==> config.mk <==
export PLATFORM = sky130hd
export DESIGN_NAME = rtc_power_timebase_control
export DESIGN_NICKNAME = d
export VERILOG_FILES = /design/src/design/trim_adder.v /design/src/design/rtc_power_timebase_control.v
export VERILOG_INCLUDE_DIRS = /design/src /design/src/design
export SDC_FILE = /design/constraint.sdc
export NUM_CORES = 1
export LEC_CHECK = 0
export ABC_AREA = 1
export BUFFER_PORTS_ARGS = -buffer_cell sky130_fd_sc_hd__buf_2
export CORE_MARGIN = 3
export CORE_UTILIZATION = 23
export DETAILED_ROUTE_END_ITERATION = 16
export PLACE_DENSITY_LB_ADDON = 0.12
export SLEW_MARGIN = 20
export SYNTH_ARGS = -nofsm -noshare
export SYNTH_HDL_FRONTEND = slang
export SYNTH_SLANG_ARGS = --single-unit
==> constraint.sdc <==
create_clock -name I_CLK -period 8.4 [get_ports I_CLK]
set_input_delay 1.68 -clock I_CLK [delete_from_list [all_inputs] [get_ports I_CLK]]
set_output_delay 1.68 -clock I_CLK [all_outputs]
set_load 0.05 [all_outputs]
==> src/design/rtc_power_timebase_map.vh <==
`ifndef RTC_POWER_TIMEBASE_MAP_VH
`define RTC_POWER_TIMEBASE_MAP_VH

// clock rate in Hz (40 MHz)
`define CLK_HZ              40000000
// one-second tick period in clock cycles
`define SEC_CYCLES          40000000
// backup-supply correction and conversion interval, seconds
`define BACKUP_INTERVAL_S   4'hA
// main-supply interval, seconds
`define MAIN_INTERVAL_S     4'h1
// startup delay before first measurement, seconds
`define STARTUP_DELAY_S     4'h2
// reset hold after supply recovery, milliseconds
`define RECOVERY_HOLD_MS    250
// reset hold in cycles, rounded down
`define RECOVERY_HOLD_CYC   (`RECOVERY_HOLD_MS * (`CLK_HZ / 1000))
// calendar defaults, BCD
`define CAL_SEC_RST         8'h00
`define CAL_MIN_RST         8'h00
`define CAL_HOUR_RST        8'h00
`define CAL_DOW_RST         8'h01
`define CAL_DATE_RST        8'h01
`define CAL_MONTH_RST       8'h01
`define CAL_YEAR_RST        8'h00
// trim word width
`define TRIM_W              10

`endif

==> src/design/trim_adder.v <==
`timescale 1ns/1ps
`include "rtc_power_timebase_map.vh"

// saturating sum of factory trim, aging offset and temperature term
module trim_adder (
	// operands
	input  wire signed [9:0] i_factory_trim,
	input  wire signed [7:0] i_aging_offset,
	input  wire signed [9:0] i_temp_term,
	// result
	output wire signed [9:0] o_trim
);
	wire signed [11:0] sum;

	assign sum = {{2{i_factory_trim[9]}}, i_factory_trim} + {{4{i_aging_offset[7]}}, i_aging_offset}
		+ {{2{i_temp_term[9]}}, i_temp_term};
	// clamp instead of wrapping: a wrap would flip the sign of the correction
	assign o_trim = (sum > 12'sd511) ? 10'sh1FF : (sum < -12'sd512) ? 10'sh200 : sum[9:0];
endmodule // trim_adder

==> src/design/rtc_power_timebase_control.v <==
`timescale 1ns/1ps
`include "rtc_power_timebase_map.vh"

// Contract
// - Correction of the 1Hz base runs every second on main supply and every ten seconds on backup.
// - The temperature result is read and folded into the correction of the 1Hz tick.
// - A signed aging offset is added to the factory trim value.
// - Main supply is used when above the fail threshold or above backup, else backup is used.
// - The active-low reset output is driven low while main supply is below the fail threshold.
// - With main supply absent in backup-only use the reset output is disabled and sits low.
// - Temperature conversion runs every second on main supply and every ten seconds on backup.
// - On first backup power the oscillator stays stopped until main supply is good or an address write.
// - About two seconds after main supply or an address write a measurement and correction occur.
// - Once started the oscillator runs with periodic correction while either supply is valid.
// - First main supply or an address write on backup loads the calendar with 01/01/00 01 00:00:00.
// - Oscillator disable under backup stops the oscillator in a data-retention mode.
// - After main supply recovers the reset is held low about 250ms, or released at once if stopped.
module rtc_power_timebase_control #(
	parameter SEC_CYCLES   = `SEC_CYCLES,
	parameter RECOVERY_CYC = `RECOVERY_HOLD_CYC
) (
	// clock, reset, enable
	input  wire              I_CLK,
	input  wire              I_RESETN,
	input  wire              I_CE,
	// supply comparators (asynchronous)
	input  wire              I_MAIN_ABOVE_PF,
	input  wire              I_MAIN_ABOVE_BACKUP,
	input  wire              I_MAIN_PRESENT,
	input  wire              I_BACKUP_VALID,
	// host side, same clock
	input  wire              I_ADDR_WRITE,
	input  wire              I_OSC_DISABLE_CTL,
	input  wire signed [7:0] I_AGING_OFFSET,
	input  wire signed [9:0] I_FACTORY_TRIM,
	// temperature sensor
	input  wire              I_TEMP_DONE,
	input  wire signed [9:0] I_TEMP_TERM,
	// supply and reset
	output reg               O_USE_MAIN,
	output reg               O_RESET_N,
	output reg               O_RESET_OE,
	// oscillator and time base
	output reg               O_OSC_RUN,
	output reg               O_TICK_1HZ,
	output reg               O_TEMP_START,
	output reg               O_TRIM_LOAD,
	output reg  signed [9:0] O_TRIM,
	// calendar default load
	output reg               O_CAL_LOAD,
	output reg         [7:0] O_CAL_SEC,
	output reg         [7:0] O_CAL_MIN,
	output reg         [7:0] O_CAL_HOUR,
	output reg         [7:0] O_CAL_DOW,
	output reg         [7:0] O_CAL_DATE,
	output reg         [7:0] O_CAL_MONTH,
	output reg         [7:0] O_CAL_YEAR
);
	localparam [2:0] ST_WAIT  = 3'h1;
	localparam [2:0] ST_RUN   = 3'h2;
	localparam [2:0] ST_RETAIN = 3'h4;

	// comparator synchronisers
	reg  [3:0] sync_a;
	reg  [3:0] sync_b;
	wire       above_pf   = sync_b[0];
	wire       above_bat  = sync_b[1];
	wire       main_in    = sync_b[2];
	wire       bat_ok     = sync_b[3];

	reg  [2:0]  state;
	reg  [2:0]  next_state;
	reg  [31:0] sec_cnt;
	reg  [3:0]  interval_cnt;
	reg  [3:0]  startup_cnt;
	reg         startup_pend;
	reg         main_seen;
	reg  [31:0] hold_cnt;
	reg         corr_pend;
	reg         prev_pf;
	wire        use_main;
	wire        sec_wrap;
	wire        supply_ok;
	wire [3:0]  interval;
	wire signed [9:0] sum_trim;

	// counter at limit test, reused for second and hold timers
	function at_limit;
		input [31:0] cnt;
		input [31:0] lim;
		begin
			at_limit = (cnt >= lim - 32'h00000001);
		end
	endfunction

	assign use_main  = above_pf | (main_in & above_bat);
	assign supply_ok = main_in | bat_ok;
	assign sec_wrap  = (state == ST_RUN) && at_limit(sec_cnt, SEC_CYCLES);
	assign interval  = use_main ? `MAIN_INTERVAL_S : `BACKUP_INTERVAL_S;

	trim_adder u_trim (
		.i_factory_trim (I_FACTORY_TRIM),
		.i_aging_offset (I_AGING_OFFSET),
		.i_temp_term    (I_TEMP_TERM),
		.o_trim         (sum_trim)
	);

	always @(posedge I_CLK) begin
		if (!I_RESETN) begin
			sync_a <= 4'h0;
			sync_b <= 4'h0;
		end else if (I_CE) begin
			sync_a <= {I_BACKUP_VALID, I_MAIN_PRESENT, I_MAIN_ABOVE_BACKUP, I_MAIN_ABOVE_PF};
			sync_b <= sync_a;
		end
	end

	always @* begin
		next_state = state;
		case (state)
			ST_WAIT: begin
				if (above_pf || I_ADDR_WRITE)
					next_state = ST_RUN;
			end
			ST_RUN: begin
				if (!use_main && I_OSC_DISABLE_CTL)
					next_state = ST_RETAIN;
				else if (!supply_ok)
					next_state = ST_WAIT;
			end
			ST_RETAIN: begin
				if (use_main || !I_OSC_DISABLE_CTL)
					next_state = ST_RUN;
			end
			default: next_state = ST_WAIT;
		endcase
	end

	always @(posedge I_CLK) begin
		if (!I_RESETN) begin
			state        <= ST_WAIT;
			sec_cnt      <= 32'h00000000;
			interval_cnt <= 4'h0;
			startup_cnt  <= 4'h0;
			startup_pend <= 1'b0;
			main_seen    <= 1'b0;
			hold_cnt     <= 32'h00000000;
			corr_pend    <= 1'b0;
			prev_pf      <= 1'b0;
			O_USE_MAIN   <= 1'b0;
			O_RESET_N    <= 1'b0;
			O_RESET_OE   <= 1'b0;
			O_OSC_RUN    <= 1'b0;
			O_TICK_1HZ   <= 1'b0;
			O_TEMP_START <= 1'b0;
			O_TRIM_LOAD  <= 1'b0;
			O_TRIM       <= 10'sh000;
			O_CAL_LOAD   <= 1'b0;
			O_CAL_SEC    <= `CAL_SEC_RST;
			O_CAL_MIN    <= `CAL_MIN_RST;
			O_CAL_HOUR   <= `CAL_HOUR_RST;
			O_CAL_DOW    <= `CAL_DOW_RST;
			O_CAL_DATE   <= `CAL_DATE_RST;
			O_CAL_MONTH  <= `CAL_MONTH_RST;
			O_CAL_YEAR   <= `CAL_YEAR_RST;
		end else if (I_CE) begin
			state        <= next_state;
			prev_pf      <= above_pf;
			O_USE_MAIN   <= use_main;
			O_OSC_RUN    <= (next_state == ST_RUN);
			O_TICK_1HZ   <= 1'b0;
			O_TEMP_START <= 1'b0;
			O_TRIM_LOAD  <= 1'b0;
			O_CAL_LOAD   <= 1'b0;

			if (state != ST_RUN)
				sec_cnt <= 32'h00000000;
			else if (sec_wrap)
				sec_cnt <= 32'h00000000;
			else
				sec_cnt <= sec_cnt + 32'h00000001;

			// calendar defaults on first main or address write on backup
			if ((above_pf && !main_seen) || (I_ADDR_WRITE && !use_main))
				O_CAL_LOAD <= 1'b1;
			if (above_pf)
				main_seen <= 1'b1;

			if ((above_pf && !prev_pf) || I_ADDR_WRITE) begin
				startup_pend <= 1'b1;
				startup_cnt  <= 4'h0;
			end else if (sec_wrap) begin
				O_TICK_1HZ <= 1'b1;
				if (startup_pend && startup_cnt + 4'h1 >= `STARTUP_DELAY_S) begin
					startup_pend <= 1'b0;
					interval_cnt <= 4'h0;
					O_TEMP_START <= 1'b1;
				end else if (interval_cnt + 4'h1 >= interval) begin
					interval_cnt <= 4'h0;
					O_TEMP_START <= 1'b1;
				end else begin
					interval_cnt <= interval_cnt + 4'h1;
				end
				if (startup_pend)
					startup_cnt <= startup_cnt + 4'h1;
			end

			// fold temperature into trim once conversion returns
			if (corr_pend && I_TEMP_DONE && state == ST_RUN) begin
				corr_pend   <= 1'b0;
				O_TRIM      <= sum_trim;
				O_TRIM_LOAD <= 1'b1;
			end
			// a new start in the same cycle as a done keeps the request
			if (O_TEMP_START)
				corr_pend <= 1'b1;

			// backup-only: pin disabled and pulled to the dead supply
			if (!main_in) begin
				O_RESET_N  <= 1'b0;
				O_RESET_OE <= 1'b0;
				hold_cnt   <= 32'h00000000;
			end else if (!above_pf) begin
				O_RESET_N  <= 1'b0;
				O_RESET_OE <= 1'b1;
				hold_cnt   <= 32'h00000000;
			// recovery hold, bypassed when stopped
			// look at next_state so that the starting edge already holds
			end else if (next_state != ST_RUN || at_limit(hold_cnt, RECOVERY_CYC + 1)) begin
				O_RESET_N  <= 1'b1;
				O_RESET_OE <= 1'b0;
			end else begin
				O_RESET_N  <= 1'b0;
				O_RESET_OE <= 1'b1;
				hold_cnt   <= hold_cnt + 32'h00000001;
			end
		end
	end
endmodule // rtc_power_timebase_control

======== Word level (Yosys, flattened, before mapping) ========
Index checks and enable logic that the tools add are counted.
word-level totals
  register bits ........................... 105
  output and inout port bits .............. 74
  logic and storage cells ................. 108
cells by class
  $add $sub $neg .......................... 6
  magnitude comparators ................... 6
  equality and inequality tests ........... 7
  mux-type cells .......................... 37
  bitwise logic cells ..................... 4
  reduce and logical (&&, ||, !) cells .... 28
operators with widths
  operator                                                                                number
  32-bit two-way mux                                                                      5
  32-bit by 1-bit adder with 32-bit output (second input constant)                        2
  32-bit by 24-bit greater-or-equal comparator with 1-bit output (second input constant)  1
  32-bit by 26-bit greater-or-equal comparator with 1-bit output (second input constant)  1
  4-bit two-way mux                                                                       6
  10-bit two-way mux                                                                      2
  1-bit two-way mux                                                                       19
  12-bit adder                                                                            1
  12-bit by 10-bit > comparator with 1-bit output (second input constant)                 1
  12-bit by 10-bit less-than comparator with 1-bit output (second input constant)         1
  3-bit two-way mux                                                                       4
  10-bit by 8-bit adder with 11-bit output                                                1
  3-bit one-hot mux with 3 select lines                                                   1
  3-bit AND reduction                                                                     3
  4-bit by 1-bit adder with 4-bit output (second input constant)                          2
  1-bit logical AND                                                                       8
  2-bit AND reduction                                                                     4
  2-bit nonzero test                                                                      4
  3-bit by 2-bit equality test with 1-bit output (second input constant)                  2
  3-bit by 2-bit inequality test with 1-bit output (second input constant)                2
  1-bit logical OR                                                                        5
  4-bit by 2-bit greater-or-equal comparator with 1-bit output (second input constant)    1
  4-bit greater-or-equal comparator                                                       1
  1-bit zero test                                                                         4
  other kinds (6)                                                                         7

======== Longest topological paths before layout ========
  depth in word-level cells ............... 11
  depth in mapped cells ................... 21
  depth with buffers taken out ............ 21

======== Hierarchy ========
From an unflattened synthesis, not the netlist that was laid out.
second synthesis, totals
  cell total of the unflattened synthesis .. 985
  area total of the unflattened synthesis .. 6740.2 um^2
modules (own cells, without submodules)
  module                      instances  cells an instance  area each (um^2)  sequential area each (um^2)
  rtc_power_timebase_control  1          865                5918.2            2102.0
  trim_adder                  1          120                822.0             0.0

======== Worst setup path before layout ========
Ideal clock, no wire load.
  kind .................................... input to register
  from .................................... input port I_AGING_OFFSET[0]
  to ...................................... register O_TRIM[8]
  library setup time ...................... 0.125 ns
  data arrival time ....................... 4.481 ns
  data required time ...................... 8.275 ns
  path slack .............................. 3.793 ns
  stages on the path ...................... 19
  buffers on the path ..................... 0
  cell sequence ........................... ha_1 inv_1 fa_1 o31ai_1 a21boi_0 o21ai_0 nand2_1 nand3_1 o21ai_0 ha_1 nand2_1 nor2_1 nand3_1 nand3_1 nand2_1 nand2_1 inv_1 a21oi_2 a21oi_1
on the way
  word-level cells in the longest chain between the ends .. 5
  elaborated cells between the ends (all ways) .. 6
ends and longest elaborated chain
  element                                                  line                              RTL
  from (decl)                                              rtc_power_timebase_control.v:34   input wire signed [7:0] I_AGING_OFFSET,
  10-bit by 8-bit adder with 11-bit output (*)             trim_adder.v:15                   assign sum = {{2{i_factory_trim[9]}}, i_factory_trim} + {{4{i_aging_offset[7]}}, i_aging_offset}
  12-bit adder (*)                                         trim_adder.v:16                   + {{2{i_temp_term[9]}}, i_temp_term};
  12-bit by 10-bit less-than comparator with 1-bit output  trim_adder.v:18                   assign o_trim = (sum > 12'sd511) ? 10'sh1FF : (sum < -12'sd512) ? 10'sh200 : sum[9:0];
  10-bit two-way mux                                       trim_adder.v:18
  10-bit two-way mux (*)                                   trim_adder.v:18
  to (signal assigned)                                     rtc_power_timebase_control.v:211  O_TRIM <= sum_trim;
  to (decl)                                                rtc_power_timebase_control.v:48   output reg signed [9:0] O_TRIM,
Mark *: on every way between the ends. The rest lies on a longest branch, timed or not.
A chain may end at the register's enable or synchronous reset.

======== Worst setup path after layout ========
Same ends and word-level chain as after synthesis.

==> metrics.md <==
| Metric | Value |
|---|---|
| Root Buffer Master | `clkbuf_16` |
| Area Overhead vs Synth | `10.1%` |
| Post-cts resize count | `0` |
| Core area | `roughly 31000 um^2` |
| Largest family of logic cells by synthesized area | `simple AND/OR/NAND/NOR gates` |
| Sequential power share | `roughly two fifths` |
| First-pass GRT wire length | `31.3 mm` |
| DRT Wirelength | `approximately 19 mm` |
| First-pass iteration count of the detailed router | `4` |
| Count of final max-slew check failures | `0` |
| Worst slew pin tran | `approximately 0.96 ns` |
| RSZ-0062 raised after global routing | `no` |
| Syn Inst Count | `about 1.1k` |
| Pwr dens | `approximately 160 nW/um^2` |
| Async S/R FF share, synth | `0%` |
| Pleak | `approximately 0.0033 uW` |
| Synth Area in Compound Gates | `roughly 12%` |
| Post-DP HPWL | `about 14 mm` |
| Layout Cells excl Fill | `approximately 1.5k` |
| GR peak layer | `met2` |
| Post-Synth XOR/XNOR Area | `under 10%` |
| Reg2reg start | `sync_b[0]` |
| Die height | `185 um` |
| # Post-CTS Setup Buffers | `0` |
| HP Start | `hold_cnt[25]` |
| Number of synthesized register bits | `105` |
| Vias | `~6.4k` |
| Clock Sinks | `approximately 110` |
| Initial DRC count | `approximately 330` |
| Final instance area | `roughly 8100 um^2` |
| Max FO, Critical Path | `7` |
| Num CTS Buffers | `9` |
| IO buf count | `between 50 and 60` |
| Cell Int Power | `883 uW` |
| Status | `finished, final reports clean` |
| Met2 GRT Util | `18.2%` |
| Final setup fails | `0` |
| WL/cell | `between 10 and 15 um` |
| Crit share post-route | `a little under three fifths` |
| Largest net degree at the start of global routing | `50` |
| Synthesized cell area | `between 7000 and 8000 um^2` |
| Fillers | `3473` |
| Leading area contributor after synthesis | `dfxtp_1` |
| Die area | `between 30000 and 40000 um^2` |
| Clock share of power | `about 39%` |
| Global-route track usage on met3 | `roughly 2.6%` |
| Synth Area in Adders | `under 10%` |
| DRC errors left | `0` |
| Post-synth EDFFs | `0` |
| Primary FF master, synth | `dfxtp_1` |
| Dpl cell area | `just under 8000 um^2` |
| Synth top area share | `between 20% and 30%` |
| WP data arrival | `roughly 5 ns` |
| Dpl cells | `between 1k and 1.5k` |
| GP Congestion | `about 0.77` |
| Vias per cell | `4.24` |
| Worst slew margin relative to its limit | `between 30 and 40%` |
| Share of layout cells above drive strength 1 | `between 10% and 20%` |
| Achievable Freq | `0.207 GHz` |
| Netlist cell types | `between 40 and 50` |
| Number of diodes | `0` |
| Chip width | `around 180 um` |
| Post-Place Setup Slack | `3.14 ns` |
| Switching Fraction | `32.0%` |
| H-tree depth | `3` |
| CTS clk-pin slew, worst paths | `approximately 0.08 ns` |
| Hold-fix buffers at CTS | `0` |
| Clk_lat worst skew | `about 0.35 ns` |
| Hold Crit Class | `register to register` |
| Seq/Total Area, Yosys | `approximately 29%` |
| Synth Area per Inst | `a little under 7 um^2` |
| Vias in the first global route | `~6.0k` |
| TNS Setup | `0 ns` |
| Ys Warns | `0` |
| Tmin final | `4.84 ns` |
| Starting Density | `23.7%` |
| Fin Clk Skew | `0.00953 ns` |
| Post-synth top cells | `nand2_1, inv_1, nor2_1` |
| # IOs | `roughly 110` |
| Final setup margin | `roughly 3.6 ns` |
| Global router's overall resource usage | `11.4%` |
| Met1 usage | `approximately 16%` |
| CP Class | `input port to register` |
| Startpoint types | `input port` |
| Final net count | `1180` |
| Final hold vios | `0` |
| Combinational share of power | `between 20 and 25%` |
| Antenna Nets Post-Route | `0` |
| Cell Rows | `64` |
| GR Overflow Total | `0` |
| CP startpoint | `I_AGING_OFFSET[0]` |
| NetSw | `about 420 uW` |
| Antenna violations before repair | `2` |
| Synth Area in Simple Gates | `33.2%` |
| CTS tree | `done` |
| Bufs on Longest Clock Path | `2` |
| Critical Path RT | `8.63 ns` |
| Post-synthesis mux area share | `0%` |
| Most frequent cell after synthesis | `nand2_1` |
| MaxCap Viol Count | `0` |
| CP endpoint kind | `register` |
| Peak VDD IR | `approximately 0.070 mV` |
| Synth top area cells | `dfxtp_1, nand2_1, inv_1` |
==> per-layer routing <==
layer | up-vias | wire (um)
li1 | 3438 | -
met1 | 2850 | 9790
met2 | 99 | 8570
met3 | 9 | 838
met4 | 4 | 153
met5 | - | 27
==> flip-flops by register name, indices dropped and copies added, names as in the netlist, 3 cells and up <==
register      flops
interval_cnt      4
state             3
sync_b            4
sync_a            4
sec_cnt          32
O_TRIM           10
startup_cnt       4
hold_cnt         32
==> per-stage QoR <==
step / total power (uW) / hold slack (ns) / util [%]
2_1_floorplan: 771 / 0.408 / -
3_3_place_gp: 813 / 0.418 / 24.9
3_5_place_dp: 810 / 0.419 / 24.9
4_1_cts: 1320 / 0.432 / 26.0
5_1_grt: 1380 / 0.447 / 26.1
6_report: 1300 / 0.429 / 26.1
==> layout by cell type, fill, tap and decap left out, types with 3 or more instances in the layout <==
cell type | synthesis | layout
conb_1 | 2 | 56
or2_2 | 3 | 3
inv_1 | 127 | 126
dfxtp_1 | 105 | 105
nor2_2 | 5 | 5
a21oi_2 | 13 | 13
nor2_4 | 4 | 4
nand3_1 | 56 | 56
xnor2_1 | 10 | 10
o21ai_0 | 34 | 34
nand4_1 | 43 | 43
buf_2 | 4 | 55
nand2_2 | 5 | 5
clkbuf_16 | 0 | 9
nand3b_1 | 5 | 5
xor2_1 | 31 | 31
nand3_2 | 8 | 8
a21oi_1 | 61 | 61
bufinv_16 | 0 | 3
inv_2 | 5 | 5
clkinv_4 | 1 | 3
o21ai_1 | 10 | 10
ha_1 | 30 | 30
o211ai_1 | 5 | 5
o31ai_1 | 3 | 3
nor3_2 | 7 | 7
o21ai_2 | 15 | 15
nor2_1 | 117 | 117
nor3_1 | 28 | 28
nand2_1 | 235 | 235
==> cell families after synthesis <==
kind of cell    after synthesis
simple gates                525
compound gates              149
fa+ha+maj                    32
other cells                   2
flops                       105
buf+inv                     222
xor+xnor                     41
==> worst paths after layout <==
check / cells after the start / slack (ns) / endpoint
worst min register to register: 2 / 0.43 / hold_cnt[25]
worst max-delay path: 19 / 3.56 / O_TRIM[8]
worst max register to register: 6 / 5.99 / interval_cnt[1]
worst min-delay path: 2 / 0.43 / hold_cnt[25]
==> layout make-up <==
cell class / instances / area, um^2 / share of cell area [%]
Multi-Input combinational cell: 803 / 4320 / 53.5
Timing Repair Buffer: 57 / 290 / 3.60
Clock buffer: 10 / 239 / 2.96
Inverter: 134 / 510 / 6.32
Tap cell: 396 / 495 / 6.14
Sequential cell: 105 / 2100 / 26.0
Clock inverter: 6 / 115 / 1.43
==> power groups by stage <==
stage | registers (uW) | clock network [uW] | logic, uW
6_report | 509 | 503 | 287
3_3_place_gp | 521 | 0 | 292
4_1_cts | 509 | 524 | 290
3_5_place_dp | 521 | 0 | 289
2_1_floorplan | 524 | 0 | 247
5_1_grt | 510 | 541 | 326
==> critical path, stage by stage <==
cell and delay, ns:
buf_2 0.08, ha_1 0.18, inv_1 0.08, fa_1 0.41, o31ai_1 0.38, a21boi_0 0.22
o21ai_0 0.30, nand2_1 0.09, nand3_1 0.07, o21ai_0 0.08, ha_1 0.35, inv_1 0.15
o21bai_1 0.08, nor2_1 0.17, nand4_1 0.12, nand2_1 0.12, inv_1 0.08, a21oi_2 0.32
a21oi_1 0.12
No activity file was read; power rests on OpenSTA's default activity.
